File: src/sdma_cfg.svh
`ifndef SDMA_CFG_SVH
`define SDMA_CFG_SVH

// processor byte address of the display window: A23..A14 match, word index below size
`define SDMA_REGION_BASE     10'h3F0
`define SDMA_MEM_WORDS       13'h1800
`define SDMA_ADDR_W          13
`define SDMA_WORD_W          12
`define SDMA_MODE_W          4
`define SDMA_MODE_LSB        12
`define SDMA_MODE_RESET      4'h0
// memory access time and the longest access time each tap covers, in ns
`define SDMA_MEM_ACCESS_NS   300
`define SDMA_TAP0_ACCESS_NS  250
`define SDMA_TAP1_ACCESS_NS  375
`define SDMA_TAP2_ACCESS_NS  500
`define SDMA_TAP3_ACCESS_NS  625
`define SDMA_WAITS_PER_TAP   2
`define SDMA_CHAIN_LEN       7

`endif

File: src/sdma_pkg.sv
`include "sdma_cfg.svh"

package sdma_pkg;

	typedef enum logic [3:0] {
		ST_IDLE    = 4'h1,
		ST_ISOLATE = 4'h2,
		ST_CONNECT = 4'h4,
		ST_ACK     = 4'h8
	} sdma_state_t;

	typedef enum logic [1:0] {
		TAP_ZERO_WAIT = 2'h0,
		TAP_TWO_WAIT  = 2'h1,
		TAP_FOUR_WAIT = 2'h2,
		TAP_SIX_WAIT  = 2'h3
	} sdma_tap_t;

	// shortest tap whose access-time limit covers the memory
	function automatic sdma_tap_t sdma_pick_tap(input int access_ns);
		if (access_ns <= `SDMA_TAP0_ACCESS_NS) return TAP_ZERO_WAIT;
		else if (access_ns <= `SDMA_TAP1_ACCESS_NS) return TAP_TWO_WAIT;
		else if (access_ns <= `SDMA_TAP2_ACCESS_NS) return TAP_FOUR_WAIT;
		else return TAP_SIX_WAIT;
	endfunction : sdma_pick_tap

	// connected cycles counted before the last one, whose end loads the acknowledge register
	function automatic int sdma_connect_cycles(input sdma_tap_t tap);
		return 1 + `SDMA_WAITS_PER_TAP * int'(tap);
	endfunction : sdma_connect_cycles

endpackage : sdma_pkg

File: src/sdma_ack_if.sv
`timescale 1ns/1ps
`default_nettype none

interface sdma_ack_if;
	logic                 start;
	sdma_pkg::sdma_tap_t  tap;
	logic                 done;

	modport ctl   (output start, output tap, input done);
	modport chain (input start, input tap, output done);
endinterface : sdma_ack_if

`default_nettype wire

File: src/sdma_ack_chain.sv
`timescale 1ns/1ps
`default_nettype none
`include "sdma_cfg.svh"

module sdma_ack_chain (
	// clock and reset
	input  wire logic  core_clk_i,
	input  wire logic  nrst_i,
	// control
	sdma_ack_if.chain  ack
);

	logic [`SDMA_CHAIN_LEN-1:0] chain_ff;
	logic                       tap_zero_wait;
	logic                       tap_two_wait;
	logic                       tap_four_wait;
	logic                       tap_six_wait;

	// ones shift in while the access runs; dropping start empties it at once
	always_ff @(posedge core_clk_i or negedge nrst_i) begin
		if (!nrst_i) begin
			chain_ff <= '0;
		end else if (!ack.start) begin
			chain_ff <= '0;
		end else begin
			chain_ff <= {chain_ff[`SDMA_CHAIN_LEN-2:0], 1'b1};
		end
	end

	assign tap_zero_wait = chain_ff[0];
	assign tap_two_wait  = chain_ff[2];
	assign tap_four_wait = chain_ff[4];
	assign tap_six_wait  = chain_ff[6];

	always_comb begin
		unique case (ack.tap)
			sdma_pkg::TAP_ZERO_WAIT: ack.done = tap_zero_wait;
			sdma_pkg::TAP_TWO_WAIT:  ack.done = tap_two_wait;
			sdma_pkg::TAP_FOUR_WAIT: ack.done = tap_four_wait;
			sdma_pkg::TAP_SIX_WAIT:  ack.done = tap_six_wait;
		endcase
	end

endmodule : sdma_ack_chain

`default_nettype wire

File: src/sdma_arbiter.sv
// Operation
// - The display memory is owned by the processor or the video generator, never both.
// - A processor address inside the 6K display region moves ownership to the processor.
// - The generator address bus is released first, then processor address and data connect.
// - Processor buffers are enabled only during a processor display access.
// - With no processor access the generator's address path drives memory for scanning.
// - Memory words are 12 bits; a separate 4-bit latch holds generator mode data.
// - The mode latch loads only on processor writes to even addresses and holds otherwise.
// - A processor display access that holds its strobe until the delay chain's tap fires ends with a transfer acknowledge; dropping it earlier gives none.
// - Delay chain taps give zero, two, four or six wait states.
// - The tap follows memory access time; 300 ns parts use the two-wait tap.
`timescale 1ns/1ps
`default_nettype none
`include "sdma_cfg.svh"

module sdma_arbiter (
	// clock and reset
	input  wire logic                          core_clk_i,
	input  wire logic                          nrst_i,
	// processor bus
	input  wire logic                          cpu_as_n_i,
	input  wire logic                          cpu_rw_i,
	input  wire logic [23:1]                   cpu_addr_i,
	input  wire logic [15:0]                   cpu_wdata_i,
	output var  logic [15:0]                   cpu_rdata_o,
	output var  logic                          cpu_rdata_oe_o,
	output var  logic                          cpu_buf_en_o,
	output var  logic                          transfer_acknowledge_n_o,
	// video generator
	input  wire logic [`SDMA_ADDR_W-1:0]       video_generator_addr_i,
	output var  logic                          video_generator_addr_en_o,
	output var  logic [`SDMA_MODE_W-1:0]       video_generator_mode_o,
	// display memory
	output var  logic [`SDMA_ADDR_W-1:0]       mem_addr_o,
	output var  logic [`SDMA_WORD_W-1:0]       mem_wdata_o,
	output var  logic                          mem_we_o,
	input  wire logic [`SDMA_WORD_W-1:0]       mem_rdata_i
);

	localparam sdma_pkg::sdma_tap_t ACK_TAP = sdma_pkg::sdma_pick_tap(`SDMA_MEM_ACCESS_NS);
	localparam int CONNECT_CYCLES = sdma_pkg::sdma_connect_cycles(ACK_TAP);

	sdma_pkg::sdma_state_t state_ff;
	sdma_pkg::sdma_state_t nxt_state;
	logic                  region_hit;
	logic                  cpu_write;

	sdma_ack_if ack ();

	sdma_ack_chain u_chain (
		.core_clk_i (core_clk_i),
		.nrst_i     (nrst_i),
		.ack        (ack.chain)
	);

	assign ack.start = (state_ff == sdma_pkg::ST_CONNECT);
	assign ack.tap   = ACK_TAP;

	// window decode: upper address matches and word index below 6K
	assign region_hit = !cpu_as_n_i && (cpu_addr_i[23:14] == `SDMA_REGION_BASE)
		&& (cpu_addr_i[13:1] < `SDMA_MEM_WORDS);
	assign cpu_write  = !cpu_rw_i;

	always_comb begin
		nxt_state = state_ff;
		unique case (state_ff)
			sdma_pkg::ST_IDLE: begin
				if (region_hit) begin
					nxt_state = sdma_pkg::ST_ISOLATE;
				end
			end
			sdma_pkg::ST_ISOLATE: begin
				nxt_state = cpu_as_n_i ? sdma_pkg::ST_IDLE : sdma_pkg::ST_CONNECT;
			end
			sdma_pkg::ST_CONNECT: begin
				if (cpu_as_n_i) begin
					nxt_state = sdma_pkg::ST_IDLE;
				end else if (ack.done) begin
					nxt_state = sdma_pkg::ST_ACK;
				end
			end
			sdma_pkg::ST_ACK: begin
				if (cpu_as_n_i) begin
					nxt_state = sdma_pkg::ST_IDLE;
				end
			end
			default: nxt_state = sdma_pkg::ST_IDLE;
		endcase
	end

	always_ff @(posedge core_clk_i or negedge nrst_i) begin
		if (!nrst_i) begin
			state_ff <= sdma_pkg::ST_IDLE;
		end else begin
			state_ff <= nxt_state;
		end
	end

	// ownership: generator bus drops one cycle before processor buffers open
	always_ff @(posedge core_clk_i or negedge nrst_i) begin
		if (!nrst_i) begin
			video_generator_addr_en_o <= 1'b1;
			cpu_buf_en_o              <= 1'b0;
		end else begin
			video_generator_addr_en_o <= (nxt_state == sdma_pkg::ST_IDLE);
			cpu_buf_en_o              <= (nxt_state == sdma_pkg::ST_CONNECT)
				|| (nxt_state == sdma_pkg::ST_ACK);
		end
	end

	// memory address mux and write path
	always_ff @(posedge core_clk_i or negedge nrst_i) begin
		if (!nrst_i) begin
			mem_addr_o  <= '0;
			mem_wdata_o <= '0;
			mem_we_o    <= 1'b0;
		end else begin
			if (nxt_state == sdma_pkg::ST_IDLE || nxt_state == sdma_pkg::ST_ISOLATE) begin
				mem_addr_o <= video_generator_addr_i;
			end else begin
				mem_addr_o <= cpu_addr_i[13:1];
			end
			mem_wdata_o <= cpu_wdata_i[`SDMA_WORD_W-1:0];
			mem_we_o    <= (nxt_state == sdma_pkg::ST_CONNECT) && cpu_write;
		end
	end

	// read data is sampled every connected cycle so the last one before the ack wins
	always_ff @(posedge core_clk_i or negedge nrst_i) begin
		if (!nrst_i) begin
			cpu_rdata_o    <= '0;
			cpu_rdata_oe_o <= 1'b0;
		end else begin
			if (state_ff == sdma_pkg::ST_CONNECT) begin
				cpu_rdata_o <= {{(16-`SDMA_WORD_W){1'b0}}, mem_rdata_i};
			end
			cpu_rdata_oe_o <= (nxt_state == sdma_pkg::ST_CONNECT || nxt_state == sdma_pkg::ST_ACK)
				&& !cpu_write;
		end
	end

	always_ff @(posedge core_clk_i or negedge nrst_i) begin
		if (!nrst_i) begin
			transfer_acknowledge_n_o <= 1'b1;
		end else begin
			transfer_acknowledge_n_o <= (nxt_state != sdma_pkg::ST_ACK);
		end
	end

	// mode bits only change at the end of an even-word write, at any point in the generator's frame
	always_ff @(posedge core_clk_i or negedge nrst_i) begin
		if (!nrst_i) begin
			video_generator_mode_o <= `SDMA_MODE_RESET;
		end else if (state_ff == sdma_pkg::ST_CONNECT && nxt_state == sdma_pkg::ST_ACK
				&& cpu_write && !cpu_addr_i[1]) begin
			video_generator_mode_o <= cpu_wdata_i[`SDMA_MODE_LSB +: `SDMA_MODE_W];
		end
	end

	// helper: connected cycles counted for the wait-state check
	logic [3:0] conn_cnt_ff;

	always_ff @(posedge core_clk_i or negedge nrst_i) begin
		if (!nrst_i) begin
			conn_cnt_ff <= '0;
		end else if (state_ff == sdma_pkg::ST_CONNECT) begin
			conn_cnt_ff <= conn_cnt_ff + 4'h1;
		end else if (state_ff == sdma_pkg::ST_IDLE) begin
			conn_cnt_ff <= '0;
		end
	end
endmodule : sdma_arbiter

`default_nettype wire

File: config.mk
export PLATFORM = sky130hd
export DESIGN_NAME = sdma_arbiter
export DESIGN_NICKNAME = d
export VERILOG_FILES = /design/src/sdma_pkg.sv /design/src/sdma_ack_if.sv /design/src/sdma_ack_chain.sv /design/src/sdma_arbiter.sv
export VERILOG_INCLUDE_DIRS = /design/src
export SDC_FILE = /design/constraint.sdc
export NUM_CORES = 1
export LEC_CHECK = 0
export BUFFER_PORTS_ARGS = -buffer_cell sky130_fd_sc_hd__buf_2
export CORE_MARGIN = 5
export CORE_UTILIZATION = 47
export DETAILED_ROUTE_END_ITERATION = 8
export PLACE_DENSITY = 0.95
export SLEW_MARGIN = 20
export SYNTH_ARGS = -nofsm -noshare
export SYNTH_HDL_FRONTEND = slang
export SYNTH_HIERARCHICAL = 1
export SYNTH_SLANG_ARGS = --single-unit
File: constraint.sdc
create_clock -name core_clk_i -period 3.9 [get_ports core_clk_i]
set_input_delay 0.975 -clock core_clk_i [delete_from_list [all_inputs] [get_ports core_clk_i]]
set_output_delay 0.975 -clock core_clk_i [all_outputs]
set_load 0.1 [all_outputs]
# [Word level (Yosys, flattened, before mapping)]
# Cells that the tools add are included.
[totals] ff_bits=53 elab_cells=42
[op_classes] magnitude_cmp=1 n_eq_ne=10 muxes=8 reduce_logical=12
[ops] operator="4-bit 2-to-1 mux" n=4
[ops] operator="4-bit one-hot mux with 4 select lines" n=1
[ops] operator="13-bit < comparator, second input constant" n=1
[ops] operator="13-bit 2-to-1 mux" n=1
[ops] operator="10-bit == test, second input constant" n=1
[ops] operator="4-bit by 1-bit == test with 1-bit output, second input constant" n=2
[ops] operator="4-bit by 2-bit == test with 1-bit output, second input constant" n=2
[ops] operator="4-bit by 3-bit == test with 1-bit output, second input constant" n=2
[ops] operator="4-bit == test, second input constant" n=2
[ops] operator="1-bit logical AND" n=7
[ops] operator="3-bit 2-to-1 mux" n=2
[ops] operator="4-bit inequality test, second input constant" n=1
[ops] operator="1-bit logical NOT" n=3
[ops] operator="1-bit logical OR" n=2

# [Depth between registers and ports, before layout]
# Gate-level depths: netlist of the first run.
[logic_depth] word_depth=9 ltp_mapped=6

# [Cells and area by module]
# The synthesis of the first run kept the hierarchy.
[by_module_without_submodules] mod="sdma_arbiter" n_inst=1 cells_per_inst=118 area_per_inst_um2=1871.8 seq_area_each_um2=1255.0
[by_module_without_submodules] mod="sdma_ack_chain" n_inst=1 cells_per_inst=14 area_per_inst_um2=235.2 seq_area_each_um2=175.2

# [Worst setup path before layout of the first run]
# No wires, ideal clock.
[synth_timing] path_type="input-to-reg" startpoint="input port cpu_as_n_i" endpoint="register video_generator_mode_o[0]" setup_ns=0.125 t_arrival_ns=2.138 t_required_ns=3.775 setup_slack_ns=1.637 cell_stages=4 n_path_buf=0 cell_sequence="nor3_1 > o21ai_2 > or4b_4 > mux2_4"
[synth_between] elab_chain_cells=9
[synth_rtl] item="start: declaration" line_no="sdma_arbiter.sv:21" source="input wire logic cpu_as_n_i,"
[synth_rtl] item="1-bit logical NOT" line_no="sdma_arbiter.sv:60" source="assign region_hit = !cpu_as_n_i && (cpu_addr_i[23:14] == `SDMA_REGION_BASE)"
[synth_rtl] item="1-bit logical AND (2 in series)" line_no="sdma_arbiter.sv:60"
[synth_rtl] item="4-bit 2-to-1 mux" line_no="sdma_arbiter.sv:68" source="if (region_hit) begin"
[synth_rtl] item="4-bit one-hot mux with 4 select lines (*)" line_no="sdma_arbiter.sv:66" source="unique case (state_ff)"
[synth_rtl] item="4-bit == test (*)" line_no="sdma_arbiter.sv:154" source="end else if (state_ff == sdma_pkg::ST_CONNECT && nxt_state == sdma_pkg::ST_ACK"
[synth_rtl] item="1-bit logical AND (*)" line_no="sdma_arbiter.sv:154"
[synth_rtl] item="1-bit logical AND (*) (2 in series)" line_no="sdma_arbiter.sv:155" source="&& cpu_write && !cpu_addr_i[1]) begin"
[synth_rtl] item="end signal: assignment" line_no="sdma_arbiter.sv:153" source="video_generator_mode_o <= `SDMA_MODE_RESET;"
[synth_rtl] item="end signal: assignment" line_no="sdma_arbiter.sv:156" source="video_generator_mode_o <= cpu_wdata_i[`SDMA_MODE_LSB +: `SDMA_MODE_W];"
[synth_rtl] item="end: declaration" line_no="sdma_arbiter.sv:32" source="output var logic [`SDMA_MODE_W-1:0] video_generator_mode_o,"
# Mark *: on every way between the ends. The rest lies on a longest branch, timed or not.
# A chain may end at the register's enable or synchronous reset.

# [Worst setup path after layout of the first run]
[layout_timing] startpoint="register state_ff[1]" endpoint="register video_generator_mode_o[0]"
[layout_between] elab_chain_cells=7
[layout_rtl] item="start: declaration" line_no="sdma_arbiter.sv:43" source="sdma_pkg::sdma_state_t state_ff;"
[layout_rtl] item="start signal: assignment" line_no="sdma_arbiter.sv:93" source="state_ff <= sdma_pkg::ST_IDLE;"
[layout_rtl] item="start signal: assignment" line_no="sdma_arbiter.sv:95" source="state_ff <= nxt_state;"
[layout_rtl] item="4-bit 2-to-1 mux" line_no="sdma_arbiter.sv:78" source="end else if (ack.done) begin"
[layout_rtl] item="4-bit 2-to-1 mux" line_no="sdma_arbiter.sv:76" source="if (cpu_as_n_i) begin"
[layout_rtl] item="4-bit one-hot mux with 4 select lines" line_no="sdma_arbiter.sv:66"
[layout_rtl] item="4-bit == test" line_no="sdma_arbiter.sv:154"
[layout_rtl] item="1-bit logical AND (*)" line_no="sdma_arbiter.sv:154"
[layout_rtl] item="1-bit logical AND (*) (2 in series)" line_no="sdma_arbiter.sv:155"
# Marked as above.

==> results of run 1 <==
[worst max-delay path, stage by stage (launching register included)]
cell and delay (ps):
dfrtp_1 440, nand2b_1 230, nor3_4 620, or4b_4 610
mux2_4 320
[routing by layer]
layer / GRT usage (%) / vias up / share of wire (%) / routed length [um]
li1: - / 697 / - / -
met1: 21.1 / 720 / 38 / 1880
met2: 28.5 / 61 / 52 / 2570
met3: 7.61 / 4 / 8.9 / 441
met4: 8.92 / 0 / 0.85 / 42
met5: 0 / - / 0 / 0
[state kept, by name, indices dropped and copies added, names as in the netlist]
signal,cells
state_ff,4
mem_wdata_o,12
cpu_rdata_oe_o,1
video_generator_mode_o,4
mem_addr_o,13
mem_we_o,1
video_generator_addr_en_o,1
transfer_acknowledge_n_o,1
u_chain/chain_ff,7
cpu_buf_en_o,1
cpu_rdata_o,12
[power groups by stage]
stage	Sequential [mW]	Combinational, mW	Clock, mW
floorplan	0.718	0.0282	0
global placement	0.618	0.184	0
detailed placement	0.618	0.187	0
CTS	0.607	0.188	0.678
global route	0.608	0.195	0.711
finish	0.607	0.186	0.664
[area by class of cell]
class | count | share of cell area, %
flip-flops and latches | 57 | 48.4
multi-input cells | 71 | 21.7
repair buffers | 114 | 19.4
clock buffers | 10 | 4.65
clock inverters | 6 | 3.55
well taps | 52 | 2.20
inverters | 1 | 0.127
[per-stage QoR]
stage               util [%]  instance area (sq um)
floorplan                  -                   2120
global placement        62.4                   2720
detailed placement      62.4                   2720
CTS                     67.9                   2960
global route            67.9                   2960
finish                  67.9                   2960
[placed cells by master, fill, tap and decap left out, types with 2 or more instances in the layout]
cell	instances
buf_2	113
dfrtp_1	54
mux2_2	25
clkbuf_8	10
and2_1	7
conb_1	6
mux2_4	4
clkinv_2	3
bufinv_16	3
dfstp_2	3
nand2b_1	2
o21ai_0	2
nor4b_1	2
nand2_1	2
a41oi_1	2
and3b_2	2
[path summary, 6_finish.rpt]
check	endpoint	cells past startpoint	start	slack, ps
max	video_generator_mode_o[0]	4	state_ff[1]	1570
min	u_chain/chain_ff[4]	1	u_chain/chain_ff[3]	460
max reg2reg	video_generator_mode_o[0]	4	state_ff[1]	1570
min reg2reg	u_chain/chain_ff[4]	1	u_chain/chain_ff[3]	460
max in group asynchronous	transfer_acknowledge_n_o	2	nrst_i	2310
min in group asynchronous	cpu_rdata_o[9]	1	nrst_i	780
[cell families after synthesis]
kind of cell	count (synthesis)
flops	57
compound gates	8
mux	31
other cells	2
simple gates	26
buf+inv	8
==> flow_metrics.env, run 1 <==
export IMPL_slew_violations=0
export IMPL_power_switching_mw=0.375
export IMPL_status="completed"
export IMPL_first_iter_violations=90
export IMPL_crit_fanout=20
export IMPL_synth_top_cell_area_share_pct=64.1
export IMPL_track_usage_pct=18.1
export IMPL_yosys_area_share_simple_pct=9.03
export IMPL_initial_utilization_pct=48.4
export IMPL_synth_warnings=6
export IMPL_cp_start_kind="register"
export IMPL_drive_gt1_share_pct=65.3
export IMPL_synth_ff_type="dfrtp_1"
export IMPL_synth_cells=132
export IMPL_avgSynthCellArea_sq_um=16.0
export IMPL_max_slew_margin_rel_pct=41.3
export IMPL_max_clock_freq_mhz=429
export IMPL_ys_top_cells_by_count="dfrtp_1 (54), mux2_2 (25), and2_1 (7)"
export IMPL_p_total_mw=1.46
export IMPL_fin_cells=311
export IMPL_multiInputGateArea_sq_um=643
export IMPL_drtPass1Iterations=3
export IMPL_synth_most_common_cell="dfrtp_1"
export IMPL_core_sq_um=4350
export IMPL_power_frac_comb_pct=12.8
export IMPL_netSwitchingFraction_pct=25.8
export IMPL_ios=118
export IMPL_fp_dieW_um=77.0
export IMPL_cts_resized=0
export IMPL_period_needed_ps=2330
export IMPL_port_buffer_count=113
export IMPL_p_int_mw=1.08
export IMPL_route_detailed_drc=0
export IMPL_critPathArrivalTime_ps=2540
export IMPL_clkSlewWorstSetupHoldPaths_ps=70
export IMPL_grt_overflow_total=0
export IMPL_tns_ps=0
export IMPL_clkPwrFrac_pct=45.6
export IMPL_vias_per_cell=4.77
export IMPL_syn_area_sq_um=2110
export IMPL_async_flop_share_pct=100
export IMPL_place_ws_ps=1380
export IMPL_cts_setup_buffers=0
export IMPL_hold_buffers=0
export IMPL_hp_class="reg -> reg"
export IMPL_setup_viol=0
export IMPL_die_area_sq_um=5920
export IMPL_critPathKind="reg -> reg"
export IMPL_timing_hold_ws_ps=462
export IMPL_ir_worst_vdd_v=0.000319
export IMPL_place_congestion=0.747
export IMPL_fillers=306
export IMPL_crit_required_ps=4110
export IMPL_worstSkewPairLatency_ps=320
export IMPL_dp_cells=295
export IMPL_synth_xor_xnor_area_share_pct=0
export IMPL_num_antenna_cells=0
export IMPL_ys_seq_area_share_pct=67.9
export IMPL_ant_nets=0
export IMPL_cap_violations=0
export IMPL_area_growth_pct=40.4
export IMPL_p_leak_nw=1.60
export IMPL_rsz0062_at_grt="no"
export IMPL_yosys_mux_area_fraction_pct=17.8
export IMPL_post_route_period_util_pct=59.8
export IMPL_grt_pass1_wl_mm=8.40
export IMPL_drt_total_wl_mm=4.93
export IMPL_worst_slack_ps=1570
export IMPL_clkSinkCount=57
export IMPL_die_y_um=77.0
export IMPL_yosys_area_share_adder_pct=0
export IMPL_tightestPinTransition_ps=880
export IMPL_grt_pass1_vias=1730
export IMPL_end_kind="register"
export IMPL_clock_path_buffers=2
export IMPL_cts_inserted_buffers=9
export IMPL_synth_compound_area_share_pct=2.67
export IMPL_antenna_found_initial=0
export IMPL_regArea_sq_um=1430
export IMPL_grt_max_degree=42
export IMPL_finalClockSkew_ps=6.06
export IMPL_cts_root_buf="clkbuf_8"
export IMPL_vias=1482
export IMPL_nets=322
export IMPL_synth_edf_count=0
export IMPL_synth_cell_type_count=32
export IMPL_synth_top_family_by_area="multiplexers"
export IMPL_ys_ff_latch=57
export IMPL_wl_per_cell_um=15.9
export IMPL_p_seq_share_pct=41.7
export IMPL_rows=24
export IMPL_tritoncts="done"
export IMPL_cts_htree_levels=3
export IMPL_p_per_area_nw_per_um2=493
export IMPL_ys_top_cells_by_area="dfrtp_1 (64%), mux2_2 (13%), dfstp_2 (3.7%), mux2_4 (2.9%), and2_1 (2.1%)"
export IMPL_yosysTopAreaCell="dfrtp_1"
export IMPL_finalHoldViolations=0
export IMPL_dpl_hpwl_mm=3.75
Power figures use the tool's default switching activity.
==> run 2: changes to the inputs <==
CORE_UTILIZATION = 39   (was 47)
PLACE_DENSITY = 0.86   (was 0.95)
clock period = 1.9 ns   (was 3.9 ns; I/O delays follow)
==> flow_metrics.env, run 2 (synthesized netlist as in run 1, its figures left out) <==
export IMPL_cts_inserted_buffers=9
export IMPL_dpl_hpwl_mm=3.47
export IMPL_track_usage_pct=13.6
export IMPL_crit_required_ps=2110
export IMPL_area_growth_pct=40.9
export IMPL_fp_dieW_um=83.5
export IMPL_max_slew_margin_rel_pct=58.1
export IMPL_cts_resized=0
export IMPL_post_route_period_util_pct=96.5
export IMPL_core_sq_um=5170
export IMPL_vias=1493
export IMPL_vias_per_cell=4.47
export IMPL_hp_class="in -> async"
export IMPL_cts_setup_buffers=0
export IMPL_clkSlewWorstSetupHoldPaths_ps=60
export IMPL_drt_total_wl_mm=4.60
export IMPL_clock_path_buffers=2
export IMPL_wl_per_cell_um=13.8
export IMPL_mostFrequentLayoutCell="buf_2"
export IMPL_clkPwrFrac_pct=35.9
export IMPL_tightestPinTransition_ps=622
export IMPL_slew_violations=0
export IMPL_finalHoldViolations=0
export IMPL_first_iter_violations=18
export IMPL_period_needed_ps=1830
export IMPL_die_area_sq_um=6970
export IMPL_rrSetupSlack_ps=70
export IMPL_initial_utilization_pct=40.7
export IMPL_netSwitchingFraction_pct=29.8
export IMPL_num_antenna_cells=0
export IMPL_p_leak_nw=1.59
export IMPL_ir_worst_vdd_v=0.000387
export IMPL_status="completed"
export IMPL_setup_viol=0
export IMPL_antenna_found_initial=0
export IMPL_place_ws_ps=-76.0
export IMPL_largest_register="mem_addr_o"
export IMPL_p_per_area_nw_per_um2=857
export IMPL_critPathArrivalTime_ps=2040
export IMPL_cts_root_buf="clkbuf_8"
export IMPL_grt_pass1_vias=1619
export IMPL_crit_fanout=4
export IMPL_critPathKind="reg -> reg"
export IMPL_fillers=444
export IMPL_hold_buffers=0
export IMPL_drtPass1Iterations=4
export IMPL_clkSinkCount=57
export IMPL_grt_max_degree=58
export IMPL_power_switching_mw=0.757
export IMPL_power_frac_comb_pct=15.1
export IMPL_p_seq_share_pct=49.0
export IMPL_largestRegisters="mem_addr_o x13, cpu_rdata_o x12, mem_wdata_o x12"
export IMPL_port_buffer_count=113
export IMPL_end_kind="register"
export IMPL_tritoncts="done"
export IMPL_r2r_cells=5
export IMPL_regToRegEndpoint="video_generator_mode_o[2]"
export IMPL_worstSkewPairLatency_ps=320
export IMPL_final_cell_mix="buf_2 (113), dfrtp_1 (54), mux2_2 (25)"
export IMPL_rows=26
export IMPL_ant_nets=0
export IMPL_rsz0062_at_grt="no"
export IMPL_place_congestion=0.776
export IMPL_largest_reg_flops=13
export IMPL_die_y_um=83.5
export IMPL_max_clock_freq_mhz=545
export IMPL_finalClockSkew_ps=5.43
export IMPL_worst_slack_ps=65.7
export IMPL_cp_start_kind="register"
export IMPL_nets=327
export IMPL_cap_violations=0
export IMPL_route_detailed_drc=0
export IMPL_r2r_start="u_chain/chain_ff[2]"
export IMPL_p_int_mw=1.79
export IMPL_grt_overflow_total=0
export IMPL_drive_gt1_share_pct=65.9
export IMPL_ios=118
export IMPL_grt_pass1_wl_mm=7.54
export IMPL_timing_hold_ws_ps=148
export IMPL_cts_htree_levels=3
## run 2: cell types whose count changed in the layout (fill, tap and decap cells not counted), sizes merged
cell	before	now
buf	114	119
bufinv	3	0
clkinvlp	0	2
clkinv	3	4
## run 2: layer usage
layer / GRT usage (%) / wire [um] / up-vias
li1: - / - / 703
met2: 21.7 / 2210 / 78
met3: 5.82 / 527 / 7
met1: 15.8 / 1800 / 705
met4: 6.58 / 62 / 0
met5: 0 / 0 / -
## run 2: worst max-delay path by stage
stage	slack (ps)	depth (start not counted)	to	startpoint
floorplan	130	5	video_generator_mode_o[0]	u_chain/chain_ff[2]
global placement	-30	5	video_generator_mode_o[1]	cpu_as_n_i
detailed placement	-80	5	video_generator_mode_o[1]	cpu_as_n_i
CTS	50	5	video_generator_mode_o[2]	u_chain/chain_ff[2]
global route	20	5	video_generator_mode_o[2]	u_chain/chain_ff[2]
finish	70	5	video_generator_mode_o[2]	u_chain/chain_ff[2]
## run 2: critical path: stages (launching register included)
cell and delay, ps:
dfrtp_1 330, mux4_2 240, and3b_2 190, o21ai_2 60, or4b_4 580, mux2_4 320
## run 2: metrics by stage
stage               cells  area (sq um)  TNS [ps]  total power, mW  utilization (%)
finish                334          2970         0             2.54             57.4
floorplan             136          2120         0             1.53                -
global route          334          2970         0             2.67             57.4
detailed placement    318          2800      -284             1.66             54.1
CTS                   334          2960         0             2.59             57.3
global placement      318          2800      -110             1.65             54.1
## run 2: final cells by class
class,count,area (sq um),area share [%]
Clock inverter,6,35.0,1.18
Tap cell,70,87.6,2.95
Multi-Input combinational cell,71,648,21.8
Clock buffer,10,128,4.30
Inverter,1,3.75,0.126
Timing Repair Buffer,119,636,21.4
Sequential cell,57,1430,48.2
## run 2: power groups by stage
stage	sequential [mW]	clock, mW	combinational, mW
floorplan	1.47	0	0.0579
global placement	1.27	0	0.383
detailed placement	1.27	0	0.386
CTS	1.25	0.954	0.387
global route	1.25	1.02	0.403
finish	1.25	0.912	0.384
